## config.mk

```make
export PLATFORM = sky130hd
export DESIGN_NAME = efu_dev_flat
export DESIGN_NICKNAME = d
export VERILOG_FILES = /design/src/logic/efu_pkg.sv /design/src/logic/efu_if.sv /design/src/logic/efu_dev.sv /design/src/logic/efu_gate.sv /design/src/flat_wrapper.sv
export VERILOG_INCLUDE_DIRS = /design/src /design/src/logic
export SDC_FILE = /design/constraint.sdc
export NUM_CORES = 1
export LEC_CHECK = 0
export BUFFER_PORTS_ARGS = -buffer_cell sky130_fd_sc_hd__buf_2
export CAP_MARGIN = 15
export CORE_MARGIN = 2
export CORE_UTILIZATION = 40
export DETAILED_ROUTE_END_ITERATION = 16
export PLACE_DENSITY = 0.56
export SYNTH_ARGS = -nofsm -noshare
export SYNTH_HDL_FRONTEND = slang
export SYNTH_SLANG_ARGS = --single-unit
```

## constraint.sdc

```tcl
create_clock -name CLK -period 2.7 [get_ports CLK]
set_clock_uncertainty 0.15 [all_clocks]
set_input_delay 0.54 -clock CLK [delete_from_list [all_inputs] [get_ports CLK]]
set_output_delay 0.54 -clock CLK [all_outputs]
set_load 0.01 [all_outputs]
```

## src/logic/efu_defs.svh

```systemverilog
// Address map, field positions and reset values of the event unit
`ifndef EFU_DEFS_SVH
`define EFU_DEFS_SVH

// ---------------------------------------------------------------------------
// Widths
// ---------------------------------------------------------------------------
`define EFU_EVT_W           28
`define EFU_OUT_W           12
`define EFU_GPI_W           2
`define EFU_ADDR_W          16
`define EFU_DATA_W          32

// ---------------------------------------------------------------------------
// Register addresses
// ---------------------------------------------------------------------------
`define EFU_A_FREQ_SEL      16'h0020
`define EFU_A_CTRL          16'h0220
`define EFU_A_INT_EN        16'h0224
`define EFU_A_FAULT_EN      16'h0228
`define EFU_A_EVENT         16'h022C
`define EFU_A_EVT_GEN       16'h0234
`define EFU_A_OUT_CTRL      16'h0238
`define EFU_A_DEV_STS       16'h0284
`define EFU_A_GPIO_STS      16'h0290
`define EFU_A_SIG_EXP       16'h02E0
`define EFU_A_LOCK          16'h02E4

// ---------------------------------------------------------------------------
// Field positions
// ---------------------------------------------------------------------------
`define EFU_CTRL_INT_GATE   0
`define EFU_CTRL_FAULT_GATE 1
`define EFU_CTRL_INT_PIN    2
`define EFU_CTRL_RELOAD     3
`define EFU_CTRL_W          4
`define EFU_FSEL_W          8
`define EFU_EVT_APLL_LOL    0
`define EFU_EVT_FREQ_LO     7
`define EFU_EVT_FREQ_HI     18
`define EFU_EVT_CRC         19
`define EFU_EVT_SIG_FAIL    22
`define EFU_EVT_SIG_RELOAD  23
`define EFU_STS_INT         0
`define EFU_STS_XTAL        1
`define EFU_LOCK_BIT        0

// ---------------------------------------------------------------------------
// Reset values
// ---------------------------------------------------------------------------
`define EFU_RST_CTRL        4'h0
`define EFU_RST_LOCK        1'b1

`endif

```

## src/logic/efu_pkg.sv

```systemverilog
// Types shared by both ends of the event unit
package efu_pkg;
    `include "efu_defs.svh"

    typedef enum logic [2:0] {
        EFU_H_IDLE   = 3'h0,
        EFU_H_RD_EVT = 3'h1,
        EFU_H_RD_MSK = 3'h3,
        EFU_H_WR_DIS = 3'h2,
        EFU_H_WR_SEL = 3'h6,
        EFU_H_WR_CLR = 3'h7,
        EFU_H_SINGLE = 3'h4
    } efu_hstate_t;

    typedef struct packed {
        logic [`EFU_EVT_W-1:0]  flags;
        logic [`EFU_EVT_W-1:0]  real_flags;
        logic [`EFU_EVT_W-1:0]  int_en;
        logic [`EFU_EVT_W-1:0]  fault_en;
        logic [`EFU_EVT_W-1:0]  gen;
        logic [`EFU_CTRL_W-1:0] ctrl;
        logic [`EFU_OUT_W-1:0]  out_dis;
        logic [`EFU_FSEL_W-1:0] freq_sel;
        logic [`EFU_DATA_W-1:0] sig_exp;
        logic                   lock;
        logic                   safe;
        logic                   ack;
        logic [`EFU_DATA_W-1:0] rdata;
    } efu_dev_st_t;

    typedef struct packed {
        efu_hstate_t            state;
        logic                   req;
        logic                   we;
        logic [`EFU_ADDR_W-1:0] addr;
        logic [`EFU_DATA_W-1:0] wdata;
        logic                   crc_ok;
        logic                   rsp_valid;
        logic [`EFU_DATA_W-1:0] rsp_data;
        logic [3:0]             idx;
        logic [`EFU_OUT_W-1:0]  keep;
        logic [`EFU_EVT_W-1:0]  evt_snap;
        logic [`EFU_EVT_W-1:0]  msk_snap;
        logic                   int_seen;
        logic                   fault_seen;
    } efu_host_st_t;

endpackage : efu_pkg

```

## src/logic/efu_if.sv

```systemverilog
// Management link and event pins between host and event unit
`timescale 1ns/1ps
`include "efu_defs.svh"
interface efu_if;
    logic                   req;
    logic                   we;
    logic [`EFU_ADDR_W-1:0] addr;
    logic [`EFU_DATA_W-1:0] wdata;
    logic                   crc_ok;
    logic                   ack;
    logic [`EFU_DATA_W-1:0] rdata;
    logic                   int_pin;
    logic                   fault_pin;

    modport dev (
        input  req,
        input  we,
        input  addr,
        input  wdata,
        input  crc_ok,
        output ack,
        output rdata,
        output int_pin,
        output fault_pin
    );

    modport host (
        output req,
        output we,
        output addr,
        output wdata,
        output crc_ok,
        input  ack,
        input  rdata,
        input  int_pin,
        input  fault_pin
    );
endinterface : efu_if

```

## src/logic/efu_dev.sv

```systemverilog
// Event capture, interrupt and fault unit: device end
`timescale 1ns/1ps
`include "efu_defs.svh"
module efu_dev
    import efu_pkg::*;
#(
    parameter logic [`EFU_DATA_W-1:0] SIG_EXP_RST = 32'h0000_0000
) (
    input  wire logic                   CLK,
    input  wire logic                   ARST_N,
    input  wire logic                   CE,
    efu_if.dev                          LINK,
    input  wire logic [`EFU_EVT_W-1:0]  MON_EVT,
    input  wire logic [`EFU_DATA_W-1:0] SIG_CALC,
    input  wire logic [`EFU_GPI_W-1:0]  GPI_IN,
    input  wire logic                   XTAL_SEL,
    output logic [`EFU_OUT_W-1:0]       OUT_EN,
    output logic                        SAFE_STATE
);

    // -----------------------------------------------------------------------
    // Address decode
    // -----------------------------------------------------------------------
    function automatic logic hit(
        input logic [`EFU_ADDR_W-1:0] a,
        input logic [`EFU_ADDR_W-1:0] target
    );
        hit = (a == target);
    endfunction : hit

    efu_dev_st_t st_ff;
    efu_dev_st_t nxt_st;

    logic                   take;
    logic                   wr;
    logic                   crc_bad;
    logic [`EFU_EVT_W-1:0]  clr_mask;
    logic [`EFU_EVT_W-1:0]  mon_set;
    logic [`EFU_EVT_W-1:0]  gen_set;
    logic                   sig_bad;
    logic                   int_cond;
    logic                   fault_cond;
    logic                   fault_real;
    logic [`EFU_DATA_W-1:0] rd_word;

    // -----------------------------------------------------------------------
    // Gated outputs
    // -----------------------------------------------------------------------
    efu_gate #(
        .W(`EFU_EVT_W)
    ) u_int_gate (
        .FLAGS (st_ff.flags),
        .MASK  (st_ff.int_en),
        .GATE  (st_ff.ctrl[`EFU_CTRL_INT_GATE]),
        .HIT   (int_cond)
    );

    efu_gate #(
        .W(`EFU_EVT_W)
    ) u_fault_gate (
        .FLAGS (st_ff.flags),
        .MASK  (st_ff.fault_en),
        .GATE  (st_ff.ctrl[`EFU_CTRL_FAULT_GATE]),
        .HIT   (fault_cond)
    );

    efu_gate #(
        .W(`EFU_EVT_W)
    ) u_safe_gate (
        .FLAGS (st_ff.real_flags),
        .MASK  (st_ff.fault_en),
        .GATE  (st_ff.ctrl[`EFU_CTRL_FAULT_GATE]),
        .HIT   (fault_real)
    );

    assign LINK.int_pin   = int_cond & st_ff.ctrl[`EFU_CTRL_INT_PIN];
    assign LINK.fault_pin = fault_cond;
    assign LINK.ack       = st_ff.ack;
    assign LINK.rdata     = st_ff.rdata;
    assign SAFE_STATE     = st_ff.safe;

    // Alarmed outputs stay off until software clears their event flag
    always_comb begin
        OUT_EN = ~(st_ff.out_dis
                   | st_ff.real_flags[`EFU_EVT_FREQ_HI:`EFU_EVT_FREQ_LO]);
        if (st_ff.safe) begin
            OUT_EN = '0;
        end
    end

    // -----------------------------------------------------------------------
    // Link access
    // -----------------------------------------------------------------------
    assign take    = LINK.req & ~st_ff.ack;
    assign wr      = take & LINK.we & LINK.crc_ok;
    assign crc_bad = take & ~LINK.crc_ok;
    assign sig_bad = (SIG_CALC != st_ff.sig_exp);

    // -----------------------------------------------------------------------
    // Event sources
    // -----------------------------------------------------------------------
    always_comb begin
        clr_mask = '0;
        gen_set  = '0;
        mon_set  = MON_EVT;
        if (wr && hit(LINK.addr, `EFU_A_EVENT)) begin
            clr_mask = LINK.wdata[`EFU_EVT_W-1:0];
        end
        if (wr && hit(LINK.addr, `EFU_A_EVT_GEN)) begin
            gen_set = LINK.wdata[`EFU_EVT_W-1:0];
        end
        if (crc_bad) begin
            mon_set[`EFU_EVT_CRC] = 1'b1;
        end
        if (sig_bad) begin
            if (st_ff.ctrl[`EFU_CTRL_RELOAD]) begin
                mon_set[`EFU_EVT_SIG_RELOAD] = 1'b1;
            end else begin
                mon_set[`EFU_EVT_SIG_FAIL] = 1'b1;
            end
        end
    end

    // -----------------------------------------------------------------------
    // Read mux
    // -----------------------------------------------------------------------
    always_comb begin
        rd_word = '0;
        case (LINK.addr)
            `EFU_A_CTRL: begin
                rd_word[`EFU_CTRL_W-1:0] = st_ff.ctrl;
            end
            `EFU_A_INT_EN: begin
                rd_word[`EFU_EVT_W-1:0] = st_ff.int_en;
            end
            `EFU_A_FAULT_EN: begin
                rd_word[`EFU_EVT_W-1:0] = st_ff.fault_en;
            end
            `EFU_A_EVENT: begin
                rd_word[`EFU_EVT_W-1:0] = st_ff.flags;
            end
            `EFU_A_EVT_GEN: begin
                rd_word[`EFU_EVT_W-1:0] = st_ff.gen;
            end
            `EFU_A_OUT_CTRL: begin
                rd_word[`EFU_OUT_W-1:0] = st_ff.out_dis;
            end
            `EFU_A_FREQ_SEL: begin
                rd_word[`EFU_FSEL_W-1:0] = st_ff.freq_sel;
            end
            `EFU_A_DEV_STS: begin
                rd_word[`EFU_STS_INT]  = int_cond;
                rd_word[`EFU_STS_XTAL] = XTAL_SEL;
            end
            `EFU_A_GPIO_STS: begin
                rd_word[`EFU_GPI_W-1:0] = GPI_IN;
            end
            `EFU_A_SIG_EXP: begin
                rd_word = st_ff.sig_exp;
            end
            `EFU_A_LOCK: begin
                rd_word[`EFU_LOCK_BIT] = st_ff.lock;
            end
            default: begin
                rd_word = '0;
            end
        endcase
    end

    // -----------------------------------------------------------------------
    // Next state
    // -----------------------------------------------------------------------
    always_comb begin
        nxt_st     = st_ff;
        nxt_st.ack = take;
        if (take) begin
            nxt_st.rdata = (LINK.we || crc_bad) ? '0 : rd_word;
        end
        // Set wins over a clear in the same cycle
        nxt_st.flags      = (st_ff.flags & ~clr_mask)
                            | mon_set | gen_set;
        // Source-only copy keeps injected events off OUT_EN and SAFE_STATE
        nxt_st.real_flags = (st_ff.real_flags & ~clr_mask)
                            | mon_set;
        nxt_st.safe       = st_ff.safe | fault_real;
        if (wr) begin
            case (LINK.addr)
                `EFU_A_CTRL: begin
                    nxt_st.ctrl = LINK.wdata[`EFU_CTRL_W-1:0];
                end
                `EFU_A_INT_EN: begin
                    nxt_st.int_en = LINK.wdata[`EFU_EVT_W-1:0];
                end
                `EFU_A_FAULT_EN: begin
                    nxt_st.fault_en = LINK.wdata[`EFU_EVT_W-1:0];
                end
                `EFU_A_EVT_GEN: begin
                    nxt_st.gen = LINK.wdata[`EFU_EVT_W-1:0];
                end
                `EFU_A_OUT_CTRL: begin
                    nxt_st.out_dis = LINK.wdata[`EFU_OUT_W-1:0];
                end
                `EFU_A_FREQ_SEL: begin
                    nxt_st.freq_sel = LINK.wdata[`EFU_FSEL_W-1:0];
                end
                `EFU_A_SIG_EXP: begin
                    if (!st_ff.lock) begin
                        nxt_st.sig_exp = LINK.wdata;
                    end
                end
                `EFU_A_LOCK: begin
                    nxt_st.lock = LINK.wdata[`EFU_LOCK_BIT];
                end
                default: begin
                    nxt_st.lock = st_ff.lock;
                end
            endcase
        end
    end

    // -----------------------------------------------------------------------
    // State register
    // -----------------------------------------------------------------------
    always_ff @(posedge CLK or negedge ARST_N) begin
        if (!ARST_N) begin
            st_ff            <= '0;
            st_ff.ctrl       <= `EFU_RST_CTRL;
            st_ff.lock       <= `EFU_RST_LOCK;
            st_ff.sig_exp    <= SIG_EXP_RST;
        end else if (CE) begin
            st_ff <= nxt_st;
        end
    end

endmodule : efu_dev

```

## src/logic/efu_gate.sv

```systemverilog
// Masked OR of event flags behind a global gate
`timescale 1ns/1ps
module efu_gate #(
    parameter int W = 28
) (
    input  wire logic [W-1:0] FLAGS,
    input  wire logic [W-1:0] MASK,
    input  wire logic         GATE,
    output logic              HIT
);
    assign HIT = GATE & (|(FLAGS & MASK));
endmodule : efu_gate

```

## src/flat_wrapper.sv

```systemverilog
// flat-port wrapper written by rule: the top's interface ports become plain ports
module efu_dev_flat import efu_pkg::*;
#(
    parameter logic [`EFU_DATA_W-1:0] SIG_EXP_RST = 32'h0000_0000
)
  (CLK, ARST_N, CE, MON_EVT, SIG_CALC, GPI_IN, XTAL_SEL, OUT_EN, SAFE_STATE, LINK_req, LINK_we, LINK_addr, LINK_wdata, LINK_crc_ok, LINK_ack, LINK_rdata, LINK_int_pin, LINK_fault_pin);
  efu_if LINK_i ();
  input  wire logic CLK;
  input  wire logic ARST_N;
  input  wire logic CE;
  input  wire logic [`EFU_EVT_W-1:0] MON_EVT;
  input  wire logic [`EFU_DATA_W-1:0] SIG_CALC;
  input  wire logic [`EFU_GPI_W-1:0] GPI_IN;
  input  wire logic XTAL_SEL;
  output logic [`EFU_OUT_W-1:0] OUT_EN;
  output logic SAFE_STATE;
  input wire logic [$bits(LINK_i.req)-1:0] LINK_req;
  input wire logic [$bits(LINK_i.we)-1:0] LINK_we;
  input wire logic [$bits(LINK_i.addr)-1:0] LINK_addr;
  input wire logic [$bits(LINK_i.wdata)-1:0] LINK_wdata;
  input wire logic [$bits(LINK_i.crc_ok)-1:0] LINK_crc_ok;
  output wire logic [$bits(LINK_i.ack)-1:0] LINK_ack;
  output wire logic [$bits(LINK_i.rdata)-1:0] LINK_rdata;
  output wire logic [$bits(LINK_i.int_pin)-1:0] LINK_int_pin;
  output wire logic [$bits(LINK_i.fault_pin)-1:0] LINK_fault_pin;
  assign LINK_i.req = LINK_req;
  assign LINK_i.we = LINK_we;
  assign LINK_i.addr = LINK_addr;
  assign LINK_i.wdata = LINK_wdata;
  assign LINK_i.crc_ok = LINK_crc_ok;
  assign LINK_ack = LINK_i.ack;
  assign LINK_rdata = LINK_i.rdata;
  assign LINK_int_pin = LINK_i.int_pin;
  assign LINK_fault_pin = LINK_i.fault_pin;
  efu_dev #(.SIG_EXP_RST(SIG_EXP_RST)) u_core (.CLK(CLK), .ARST_N(ARST_N), .CE(CE), .LINK(LINK_i), .MON_EVT(MON_EVT), .SIG_CALC(SIG_CALC), .GPI_IN(GPI_IN), .XTAL_SEL(XTAL_SEL), .OUT_EN(OUT_EN), .SAFE_STATE(SAFE_STATE));
endmodule
```

Word-level counts from Yosys, hierarchy flattened
Cells that the tools add are included.

storage, ports and cells
  register bits after elaboration = 231
  latch bits = 0
  memory bits (writable) = 0
  memory bits (read-only) = 0
  output and inout bits = 48
  logic and storage cells = 78
  memories kept = 0

cells by class
  add/subtract/negate cells = 0
  multipliers = 0
  divide/modulo/power cells = 0
  magnitude comparators = 0
  eq/ne operators = 12
  shift operators = 0
  muxes and demuxes = 15
  bitwise gates (word level) = 23
  reduce and logical (&&, ||, !) cells = 15

operator list
  kind                  number
  $eq 16x10->1 const B  10
  $and 28x28->28        5
  $or 28x28->28         3
  $reduce_or 28->1      3
  $pmux 16 s5           1
  $mux 28               2
  $mux 32               1
  $ne 32x32->1          1
  $not 28->28           1
  $pmux 4 s7            1
  $pmux 4 s6            1
  $reduce_and 3->1      7
  $eq 16x6->1 const B   1
  $pmux 2 s8            1
  $mux 12               1
  $not 12->12           1
  $or 12x12->12         1
  $pmux 1 s11           1
  $pmux 1 s10           1
  $and 1x1->1           8
  $mux 4                1
  $reduce_and 4->1      1
  $mux 1                3
  $not 1->1             3
  other kinds (5)       6

Longest topological paths before layout
Gate-level depths: netlist (run 1).

  word-level depth = 10
  gate-level depth with buffers = 10
  mapped depth without buffers = 6

By module
From an unflattened synthesis (run 1), not the netlist that was laid out.

unflattened totals
  cells, all modules = 946
  area total of the unflattened synthesis = 11,289.6 µm²

modules (own cells, without submodules)
  module    instances  cells an instance  area each (µm²)  sequential area each (µm²)
  efu_dev   1          892                10,824.1         5,781.8
  efu_gate  3          18                 155.1            0.0

Least setup slack after synthesis (run 1)
Ideal clock, no wire load.

  path type = input -> register
  start = input port LINK_addr[13]
  end = register u_core.st_ff[100] (netlist name)
  library setup time = 0.125 ns
  arrival = 2.491 ns
  data required time = 2.425 ns
  path slack = -0.066 ns
  stages on the path = 8
  path buffers = 3
  cells stage by stage = or4_1 -> buf_2 -> nor4_4 -> and2_1 -> buf_4 -> and2_1 -> buf_4 -> mux2_2

between the ends
  cells in the longest elaborated chain, start to end = 2

ends and longest elaborated chain
  element                     line                source
  from (decl)                 flat_wrapper.sv:19  input wire logic [$bits(LINK_i.addr)-1:0] LINK_addr;
  $eq 16x10->1                efu_dev.sv:187      case (LINK.addr)
  $reduce_and 3->1 (no line)  n/a
  to (signal assigned)        efu_dev.sv:231      st_ff <= nxt_st;
  to (decl)                   efu_dev.sv:31       efu_dev_st_t st_ff;

Every way passes these cells.
A chain may end at the register's enable or synchronous reset.

Worst setup path after layout (run 1)
  start = register u_core.st_ff[143] (netlist name)
  end = output port LINK_fault_pin

between the ends
  cells in the longest elaborated chain, start to end = 3

ends and longest elaborated chain
  element           line                source
  $and 28x28->28    efu_gate.sv:11      assign HIT = GATE & (|(FLAGS & MASK));
  $reduce_or 28->1  efu_gate.sv:11
  $and 1x1->1       efu_gate.sv:11
  to (decl)         flat_wrapper.sv:25  output wire logic [$bits(LINK_i.fault_pin)-1:0] LINK_fault_pin;

Every way passes these cells.

==> results_dict.tcl, run 1 <==
set metrics [dict create \
    pwr_density_cell_mw_per_mm2 550 \
    synth_most_common_cell "dfrtp_1" \
    drive_gt1_share_pct 38.3 \
    grt_use_total_pct 26.0 \
    cts-root-buf "clkbuf_16" \
    synth_area_leaders "dfrtp_1 (52%), mux2_2 (11%), a22oi_1 (3.6%)" \
    setup_ws_ns -0.0452 \
    synth_top_area_share_pct 51.6 \
    ctsLongestPathBuffers 3 \
    grt_start_max_net_pins 77 \
    hpwl_mm 28.1 \
    p_switching_uw 1670 \
    syn-num-nets 1016 \
    finalSetupViolCount 1 \
    ys_ff_latch 231 \
    gp_congestion 0.894 \
    grt_pass1_wl_mm 56.0 \
    dpl_worst_slack_ns -0.179 \
    reg2reg_depth 6 \
    period_share_pct 102 \
    arrival_ns 2.06 \
    ys_seq_area_share_pct 51.8 \
    synth_cell_types 56 \
    die_area_mm2 0.0293 \
    clk_pin_slew_worst_paths_ns 0.06 \
    finalNonFillerCells 1496 \
    coreArea_mm2 0.0276 \
    cts_htree_levels 1 \
    io_buffers 164 \
    ios 165 \
    drc_errors 0 \
    critPathLaunchType "register" \
    antenna_left 0 \
    clock.fmax_mhz 364 \
    start_util_pct 40.4 \
    grt_overflow 0 \
    crit_type "register to output port" \
    ys_warn_count 0 \
    antenna_found_initial 0 \
    fillCellCount 2528 \
    cts-buffers-inserted 26 \
    p_seq_share_pct 45.9 \
    hold_violations 0 \
    worstPathRequired_ns 2.01 \
    syn_area_mm2 0.0112 \
    crit_fanout 2 \
    grt_pass1_vias 8440 \
    finalWirelength_mm 38.0 \
    status "complete, but fails checks" \
    synth_common_cells "dfrtp_1 (230), mux2_2 (112), nand2_1 (68)" \
    synth_ff_type "dfrtp_1" \
    rows 61 \
    clockPowerShare_pct 48.9 \
    min_delay_path_depth 2 \
    swShare_pct 22.1 \
    power.leakage_uw 0.00636 \
    vias 8773 \
    timing.final.max_slew_violations 0 \
    rsz0062_at_grt "yes" \
    dp.cells 1445 \
    clock-sinks 231 \
    finalCriticalPeriod_ns 2.75 \
    insertion_delay_ns 0.54 \
    drtPass1Iterations 5 \
    synth_top_cell_by_area "dfrtp_1" \
    area_growth_pct 22.9 \
    fin_nets 1219 \
    avgSynthCellArea_um2 12.4 \
    violations "negative setup slack" \
    routedWlPerCell_um 25.4 \
    die_x_um 171 \
    regArea_mm2 0.00578 \
    ir_drop_mv 0.413 \
    crit_path_end_kind "output port" \
    die_h_um 171 \
    hold_path_class "primary input to register" \
    multiInputGateArea_mm2 0.00484 \
    synth_edf_count 0 \
    p_int_uw 5880 \
    via_per_inst 5.86 \
    pwr-share-comb_pct 5.1 \
    synth_cells 899 \
    maxSlewHeadroom_pct 57.1 \
    cap_violations 0 \
    tritoncts "yes" \
    tightest_slew_ns 0.644 \
    async_flop_share_pct 100 \
    dr.first_iter.drc_count 975 \
]
==> path summary, 6_finish.rpt <==
| check | slack (ns) | from | to |
|---|---|---|---|
| max | -0.05 | u_core.st_ff[143] | LINK_fault_pin |
| min | 0.09 | LINK_wdata[31] | u_core.st_ff[66] |
| max reg2reg | 0.28 | u_core.st_ff[50] | u_core.st_ff[226] |
| min reg2reg | 0.33 | u_core.st_ff[195] | u_core.st_ff[195] |
| max in group asynchronous | 1.23 | ARST_N | u_core.SAFE_STATE |
| min in group asynchronous | 0.45 | ARST_N | u_core.LINK.rdata[18] |
==> placed cells by master, fill, tap and decap left out, types with 6 or more instances in the layout <==
| master | instances |
|---|---|
| nor4_1 | 6 |
| a221o_1 | 29 |
| mux2_1 | 26 |
| nor2_1 | 8 |
| buf_12 | 16 |
| dfrtp_1 | 228 |
| nand3_1 | 7 |
| a21o_1 | 28 |
| nor3_1 | 17 |
| a22oi_1 | 51 |
| buf_4 | 73 |
| a222oi_1 | 30 |
| nand4_1 | 16 |
| clkbuf_1 | 6 |
| xnor2_1 | 32 |
| nand2_1 | 68 |
| and3_1 | 10 |
| and2_1 | 30 |
| buf_2 | 163 |
| clkbuf_16 | 26 |
| o21ai_0 | 10 |
| mux2_2 | 112 |
| a221oi_1 | 7 |
| a22o_1 | 35 |
==> what timing repair did <==
item | 4_1_cts | 5_1_grt
gates resized for setup | 9 | 1
pin swaps | 3 | 1
setup buffers | 6 | 0
setup endpoints to repair | 2 | 2
hold endpoints to repair | 68 | 0
hold buffers | 1 | 0
==> per-layer routing <==
layer / share of wire (%) / vias up / global-route usage [%]
li1: - / 3849 / -
met1: 47 / 4496 / 39.2
met2: 45 / 390 / 40.4
met3: 7.3 / 38 / 3.75
met4: 1.3 / 0 / 3.94
met5: 0 / - / 0
==> final cells by class <==
type                            instances  share of cell area [%]
Timing Repair Buffer                  254                    12.5
Clock buffer                           37                    5.41
Inverter                                5                   0.137
Sequential cell                       231                    42.2
Multi-Input combinational cell        584                    35.3
Antenna cell                            1                  0.0182
Tap cell                              378                    3.45
Clock inverter                          6                    1.03
==> state kept, by name, summed over array words and instances, names as in the netlist <==
name               cells
u_core.st_ff         197
u_core.LINK.rdata     32
u_core.SAFE_STATE      1
u_core.LINK.ack        1
==> critical path: stages, from the launching register on <==
cell and delay (ns):
dfrtp_1 0.41, a22o_1 0.26, a221oi_2 0.19, nand4_1 0.16
o31a_1 0.33, buf_2 0.16
==> through the flow <==
stage | hold slack, ns | area, um^2 | setup TNS (ns) | total power [uW] | util (%)
after global routing | 0.0900 | 13700 | -0.136 | 7760 | 49.6
after global placement | 0.319 | 12700 | -15.47 | 3920 | 46.1
final | 0.0900 | 13700 | -0.0452 | 7550 | 49.6
after detailed placement | 0.319 | 12700 | -18.50 | 3920 | 46.1
after floorplan | 0.0944 | 11200 | 0 | 3620 | -
after CTS | 0.0779 | 13700 | 0 | 7600 | 49.6
==> kinds of logic after synthesis <==
kind of cell | count (synthesis) | synth area share [%]
AO/OA/AOI/OAI | 217 | 16.1
XOR/XNOR | 33 | 2.59
buffers and inverters | 84 | 5.36
flip-flops | 231 | 51.8
multiplexers | 139 | 14.0
AND/OR/NAND/NOR | 195 | 10.1
==> power groups by stage <==
stage               clock (uW)  combinational (uW)  sequential [uW]
floorplan                    0                92.4             3530
global placement             0                 389             3530
detailed placement           0                 390             3530
CTS                       3740                 392             3470
global route              3880                 425             3460
finish                    3690                 388             3470
(Power assumes the default switching activity.)
==> inputs of run 2 (changes only) <==
--- a/config.mk
+++ b/config.mk
@@ -11,7 +11,8 @@
 export CORE_MARGIN = 2
 export CORE_UTILIZATION = 40
 export DETAILED_ROUTE_END_ITERATION = 16
-export PLACE_DENSITY = 0.56
+export MAX_ROUTING_LAYER = met4
+export PLACE_DENSITY = 0.59
 export SYNTH_ARGS = -nofsm -noshare
 export SYNTH_HDL_FRONTEND = slang
 export SYNTH_SLANG_ARGS = --single-unit
==> constraint.sdc (replaced) <==
create_clock -name CLK -period 2.5 [get_ports CLK]
set_clock_uncertainty 0.15 [all_clocks]
set_input_delay 0.5 -clock CLK [delete_from_list [all_inputs] [get_ports CLK]]
set_output_delay 0.5 -clock CLK [all_outputs]
set_load 0.01 [all_outputs]
==> run 2 against run 1 <==
The run still ends with negative setup slack left. Power is 5.3% higher. Non-clock buffer count rose by 15. Clock-buffer cell count unchanged. Global-route usage grew 1.2 points. Sequential share of layout area is 1.2 points lower. Hold slack lost 0.047 ns. Via count up 0.21%. Cell area rose by 3.1%. Largest cell class unchanged. Largest power group unchanged. Highest routed layer unchanged.
==> results_dict.tcl, run 2 (synthesis gave the netlist of run 1 again) <==
set metrics [dict create \
    grt_use_total_pct 27.2 \
    routedWlPerCell_um 25.2 \
    drtPass1Iterations 8 \
    crit_path_end_kind "output port" \
    pwr_density_cell_mw_per_mm2 562 \
    die_x_um 171 \
    layout_common_cells "dfrtp_1 (225), buf_2 (162), mux2_2 (86)" \
    arrival_ns 2.06 \
    finalPower_uw 7950 \
    swShare_pct 22.3 \
    crit_type "register to output port" \
    worstPathRequired_ns 1.85 \
    insertion_delay_ns 0.53 \
    ir_drop_mv 0.452 \
    fin_nets 1234 \
    finalCriticalPeriod_ns 2.71 \
    rows 61 \
    cts_htree_levels 1 \
    finalSetupViolCount 2 \
    vias 8791 \
    p_switching_uw 1770 \
    rsz0062_at_grt "yes" \
    die_area_mm2 0.0293 \
    violations "negative setup slack" \
    cts-buffers-inserted 26 \
    area_growth_pct 26.7 \
    antenna_left 0 \
    clk_pin_slew_worst_paths_ns 0.06 \
    hold_violations 0 \
    largest_register_ffs 197 \
    grt_overflow 0 \
    grt_start_max_net_pins 59 \
    cts-root-buf "clkbuf_16" \
    ctsLongestPathBuffers 3 \
    hpwl_mm 28.8 \
    setup_ws_ns -0.207 \
    antenna_found_initial 1 \
    maxSlewHeadroom_pct 56.3 \
    period_share_pct 108 \
    coreArea_mm2 0.0276 \
    largest_register "u_core.st_ff" \
    grt_pass1_wl_mm 56.6 \
    dr.first_iter.drc_count 1110 \
    hold_path_class "primary input to register" \
    tightest_slew_ns 0.647 \
    status "complete, but fails checks" \
    timing.final.max_slew_violations 0 \
    gp_congestion 0.936 \
    ios 165 \
    grt_pass1_vias 8577 \
    start_util_pct 40.4 \
    p_seq_share_pct 47.1 \
    io_buffers 164 \
    via_per_inst 5.82 \
    finalWirelength_mm 38.1 \
    tritoncts "yes" \
    clock.fmax_mhz 369 \
    clockPowerShare_pct 47.5 \
    cap_violations 0 \
    drive_gt1_share_pct 42.0 \
    pwr-share-comb_pct 5.4 \
    power.leakage_uw 0.00652 \
    p_int_uw 6170 \
    drc_errors 0 \
    crit_fanout 2 \
    clock-sinks 231 \
    critPathLaunchType "register" \
    fin_hold_ws_ns 0.0430 \
    die_h_um 171 \
    final_common_cell "dfrtp_1" \
]
run 2: changes by cell type in the layout (fill, tap and decap cells not counted), moves of 5 or more:
cell     change
buf_12       +9
a22oi_2      +5
mux2_4      +45
mux2_1      -19
mux2_2      -26
a22oi_1      -5
buf_4        +5
run 2: final timing paths:
kind | startpoint | endpoint | slack [ns] | depth (start not counted)
max | u_core.st_ff[143] | LINK_fault_pin | -0.21 | 5
min reg2reg | u_core.st_ff[195] | u_core.st_ff[195] | 0.34 | 1
min | LINK_wdata[30] | u_core.st_ff[65] | 0.04 | 2
max in group asynchronous | ARST_N | u_core.st_ff[224] | 1.13 | 3
min in group asynchronous | ARST_N | u_core.LINK.rdata[18] | 0.35 | 2
max reg2reg | u_core.st_ff[57] | u_core.st_ff[226] | 0.20 | 7
run 2: worst max-delay path, cell delays in order (launching register included):
cell and delay [ns]:
dfrtp_1 0.39, a22o_1 0.28, a221oi_2 0.18, nand4_1 0.19, o31a_1 0.33, buf_2 0.16
run 2: layout make-up:
type,count,area [um^2]
Antenna cell,1,2.50
Clock buffer,37,753
Inverter,5,18.8
Sequential cell,231,5790
Fill cell,2499,13500
Clock inverter,5,77.6
Timing Repair Buffer,269,1940
Tap cell,378,473
Multi-Input combinational cell,584,5080
run 2: power by group through the flow:
stage	registers (uW)	logic (uW)	clock network, uW
6_report	3740	428	3780
5_1_grt	3740	469	3990
4_1_cts	3740	432	3830
3_5_place_dp	3810	430	0
3_3_place_gp	3810	426	0
2_1_floorplan	3810	105	0
run 2: timing repair:
| item | 4_1_cts | 5_1_grt |
|---|---|---|
| hold endpoints to repair | 51 | 0 |
| setup endpoints to repair | 2 | 2 |
| hold buffers | 1 | 0 |
| buffers inserted | 6 | 2 |
| pin swaps | 8 | 5 |
| gates resized for setup | 20 | 3 |
run 2: metal layers:
metal / vias up / GRT usage, % / wire length [um]
li1: 3870 / - / -
met1: 4456 / 38.9 / 17200
met2: 403 / 38.9 / 16500
met3: 62 / 5.90 / 3330
met4: 0 / 7.15 / 1050
met5: - / - / 0
run 2: through the flow:
| step | util [%] | area [um^2] | worst slack [ns] | setup TNS [ns] | cells |
|---|---|---|---|---|---|
| after floorplan | - | 11400 | -0.0967 | -5.82 | 899 |
| after global routing | 51.2 | 14100 | -0.264 | -0.315 | 1510 |
| after detailed placement | 47.6 | 13100 | -0.313 | -34.18 | 1458 |
| after global placement | 47.6 | 13100 | -0.281 | -33.71 | 1458 |
| final | 51.2 | 14100 | -0.207 | -0.229 | 1510 |
| after CTS | 51.1 | 14100 | -0.184 | -0.211 | 1507 |
==> inputs of run 3 (changes only) <==
--- a/config.mk
+++ b/config.mk
@@ -12,7 +12,7 @@
 export CORE_UTILIZATION = 40
 export DETAILED_ROUTE_END_ITERATION = 16
 export MAX_ROUTING_LAYER = met4
-export PLACE_DENSITY = 0.59
+export PLACE_DENSITY_LB_ADDON = 0.1
 export SYNTH_ARGS = -nofsm -noshare
 export SYNTH_HDL_FRONTEND = slang
 export SYNTH_SLANG_ARGS = --single-unit
==> run 3 against run 2 <==
The flow still finishes with violations (negative setup slack). First-iteration DRC count shrank 13%. Flip-flop and latch count did not move. Clock power shrank 2%. Combinational power barely moved.
==> results_dict.tcl, run 3 (synthesis gave the netlist of run 1 again) <==
set metrics [dict create \
    critPathLaunchType "register" \
    setup_ws_ns -0.208 \
    wl_met1_mm 18.8 \
    regArea_mm2 0.00579 \
    rsz0062_at_grt "yes" \
    finalSetupViolCount 2 \
    start_util_pct 40.4 \
    antenna_found_initial 1 \
    clk_pin_slew_worst_paths_ns 0.06 \
    fin_hold_ws_ns 0.0393 \
    die_x_um 171 \
    dpl_worst_slack_ns -0.318 \
    hold_violations 0 \
    worstReg2RegStart "u_core.st_ff[48]" \
    hold_path_class "primary input to register" \
    ctsLongestPathBuffers 3 \
    r2r_slack_ns 0.24 \
    die_area_mm2 0.0293 \
    path_buf_inv 1 \
    cts-root-buf "clkbuf_16" \
    crit_family "compound AO/OA/AOI/OAI gates" \
    drc_errors 0 \
    rows 61 \
    grt_pass1_vias 8679 \
    maxSlewHeadroom_pct 53.0 \
    pwr_density_cell_mw_per_mm2 561 \
    cap_violations 0 \
    die_h_um 171 \
    fin_nets 1232 \
    area_growth_pct 25.8 \
    finalCriticalPeriod_ns 2.71 \
    path_depth 5 \
    grt_overflow 0 \
    largest_register_ffs 197 \
    vias 8747 \
    violations "negative setup slack" \
    antenna_left 0 \
    clock-sinks 231 \
    coreArea_mm2 0.0276 \
    via_per_inst 5.79 \
    final_common_cell "dfrtp_1" \
    hpwl_mm 28.8 \
    insertion_delay_ns 0.54 \
    ios 165 \
    crit_end "LINK_fault_pin" \
    reg2reg_depth 6 \
    path_cells "a22o_1 -> a221oi_2 -> nand4_1 -> o31a_1 -> buf_2" \
    grt_use_total_pct 27.7 \
    drtPass1Iterations 7 \
    grt_start_max_net_pins 66 \
    tightest_slew_ns 0.695 \
    multiInputGateArea_mm2 0.00509 \
    grt_pass1_wl_mm 57.8 \
    ir_drop_mv 0.412 \
    io_buffers 164 \
    critPathLaunch "u_core.st_ff[143]" \
    routed.top_layer "met4" \
    gp_congestion 0.897 \
    largest_register "u_core.st_ff" \
    crit_fanout 2 \
    cts-buffers-inserted 26 \
    drive_gt1_share_pct 42.2 \
    finalNonFillerCells 1512 \
    hp-start "LINK_wdata[30]" \
    critPathSlowestCell "dfrtp_1" \
    tritoncts "yes" \
    dr.first_iter.drc_count 964 \
    diodes 0 \
    timing.final.max_slew_violations 0 \
    dp.cells 1459 \
    wl_met2_mm 16.8 \
    power.leakage_uw 0.00650 \
    clock.fmax_mhz 369 \
    fillCellCount 2543 \
    finalPower_uw 7880 \
    reg2reg_to "u_core.st_ff[226]" \
    finalWirelength_mm 39.1 \
    crit_type "register to output port" \
    arrival_ns 2.06 \
    cts_htree_levels 1 \
    worstPathRequired_ns 1.85 \
    crit_path_end_kind "output port" \
    dr_wl_met3_mm 2.91 \
    period_share_pct 108 \
    routedWlPerCell_um 25.9 \
    status "complete, but fails checks" \
    layout_common_cells "dfrtp_1 (225), buf_2 (163), mux2_2 (86)" \
    max_stage_delay_ns 0.40 \
]
[run 3: cell count changes in the layout (fill, tap and decap cells not counted), sizes merged]
cell	change
clkinvlp	-1
bufinv	-2
diode	-1
clkbuf	+4
buf	-2
clkinv	+4
[run 3: layout make-up]
cell class              count  area share [%]
repair buffers            267            13.2
multi-input cells         584            36.2
inverters                   5           0.134
well taps                 378            3.37
clock buffers              41            5.53
clock inverters             6           0.294
flip-flops and latches    231            41.2
[run 3: timing repair]
| item | in CTS | in global routing |
|---|---|---|
| gates cloned | 0 | 0 |
| buffers inserted | 5 | 0 |
| pin swaps | 9 | 3 |
| hold buffers | 1 | 0 |
| endpoints found under the setup margin | 2 | 2 |
| hold endpoints to repair | 26 | 0 |
| resized for setup | 17 | 5 |
[run 3: power breakdown]
part	internal (uW)	switching, uW	total (uW)
combinational	159	271	429
clock	2120	1580	3710
sequential	3740	1.70	3740
[run 3: worst min-delay path by stage]
stage | endpoint | slack [ns] | depth (start not counted)
floorplan | u_core.LINK.ack | 0.05 | 0
global placement | u_core.LINK.rdata[27] | 0.24 | 1
detailed placement | u_core.LINK.ack | 0.24 | 1
CTS | u_core.st_ff[65] | 0.03 | 2
global route | u_core.st_ff[65] | 0.03 | 2
finish | u_core.st_ff[65] | 0.04 | 2
[run 3: metal layers]
metal / vias to the layer above / global-route usage, %
met5: - / -
met4: 0 / 4.90
met3: 45 / 4.81
met2: 387 / 40.3
met1: 4450 / 41.1
li1: 3865 / -
[run 3: metrics by stage]
step,instance area [um^2],setup TNS [ns],utilization (%)
5_1_grt,14000,-0.359,50.8
3_5_place_dp,13100,-36.32,47.4
2_1_floorplan,11400,-5.82,-
3_3_place_gp,13100,-33.19,47.4
4_1_cts,14000,-0.234,50.8
6_report,14000,-0.238,50.8
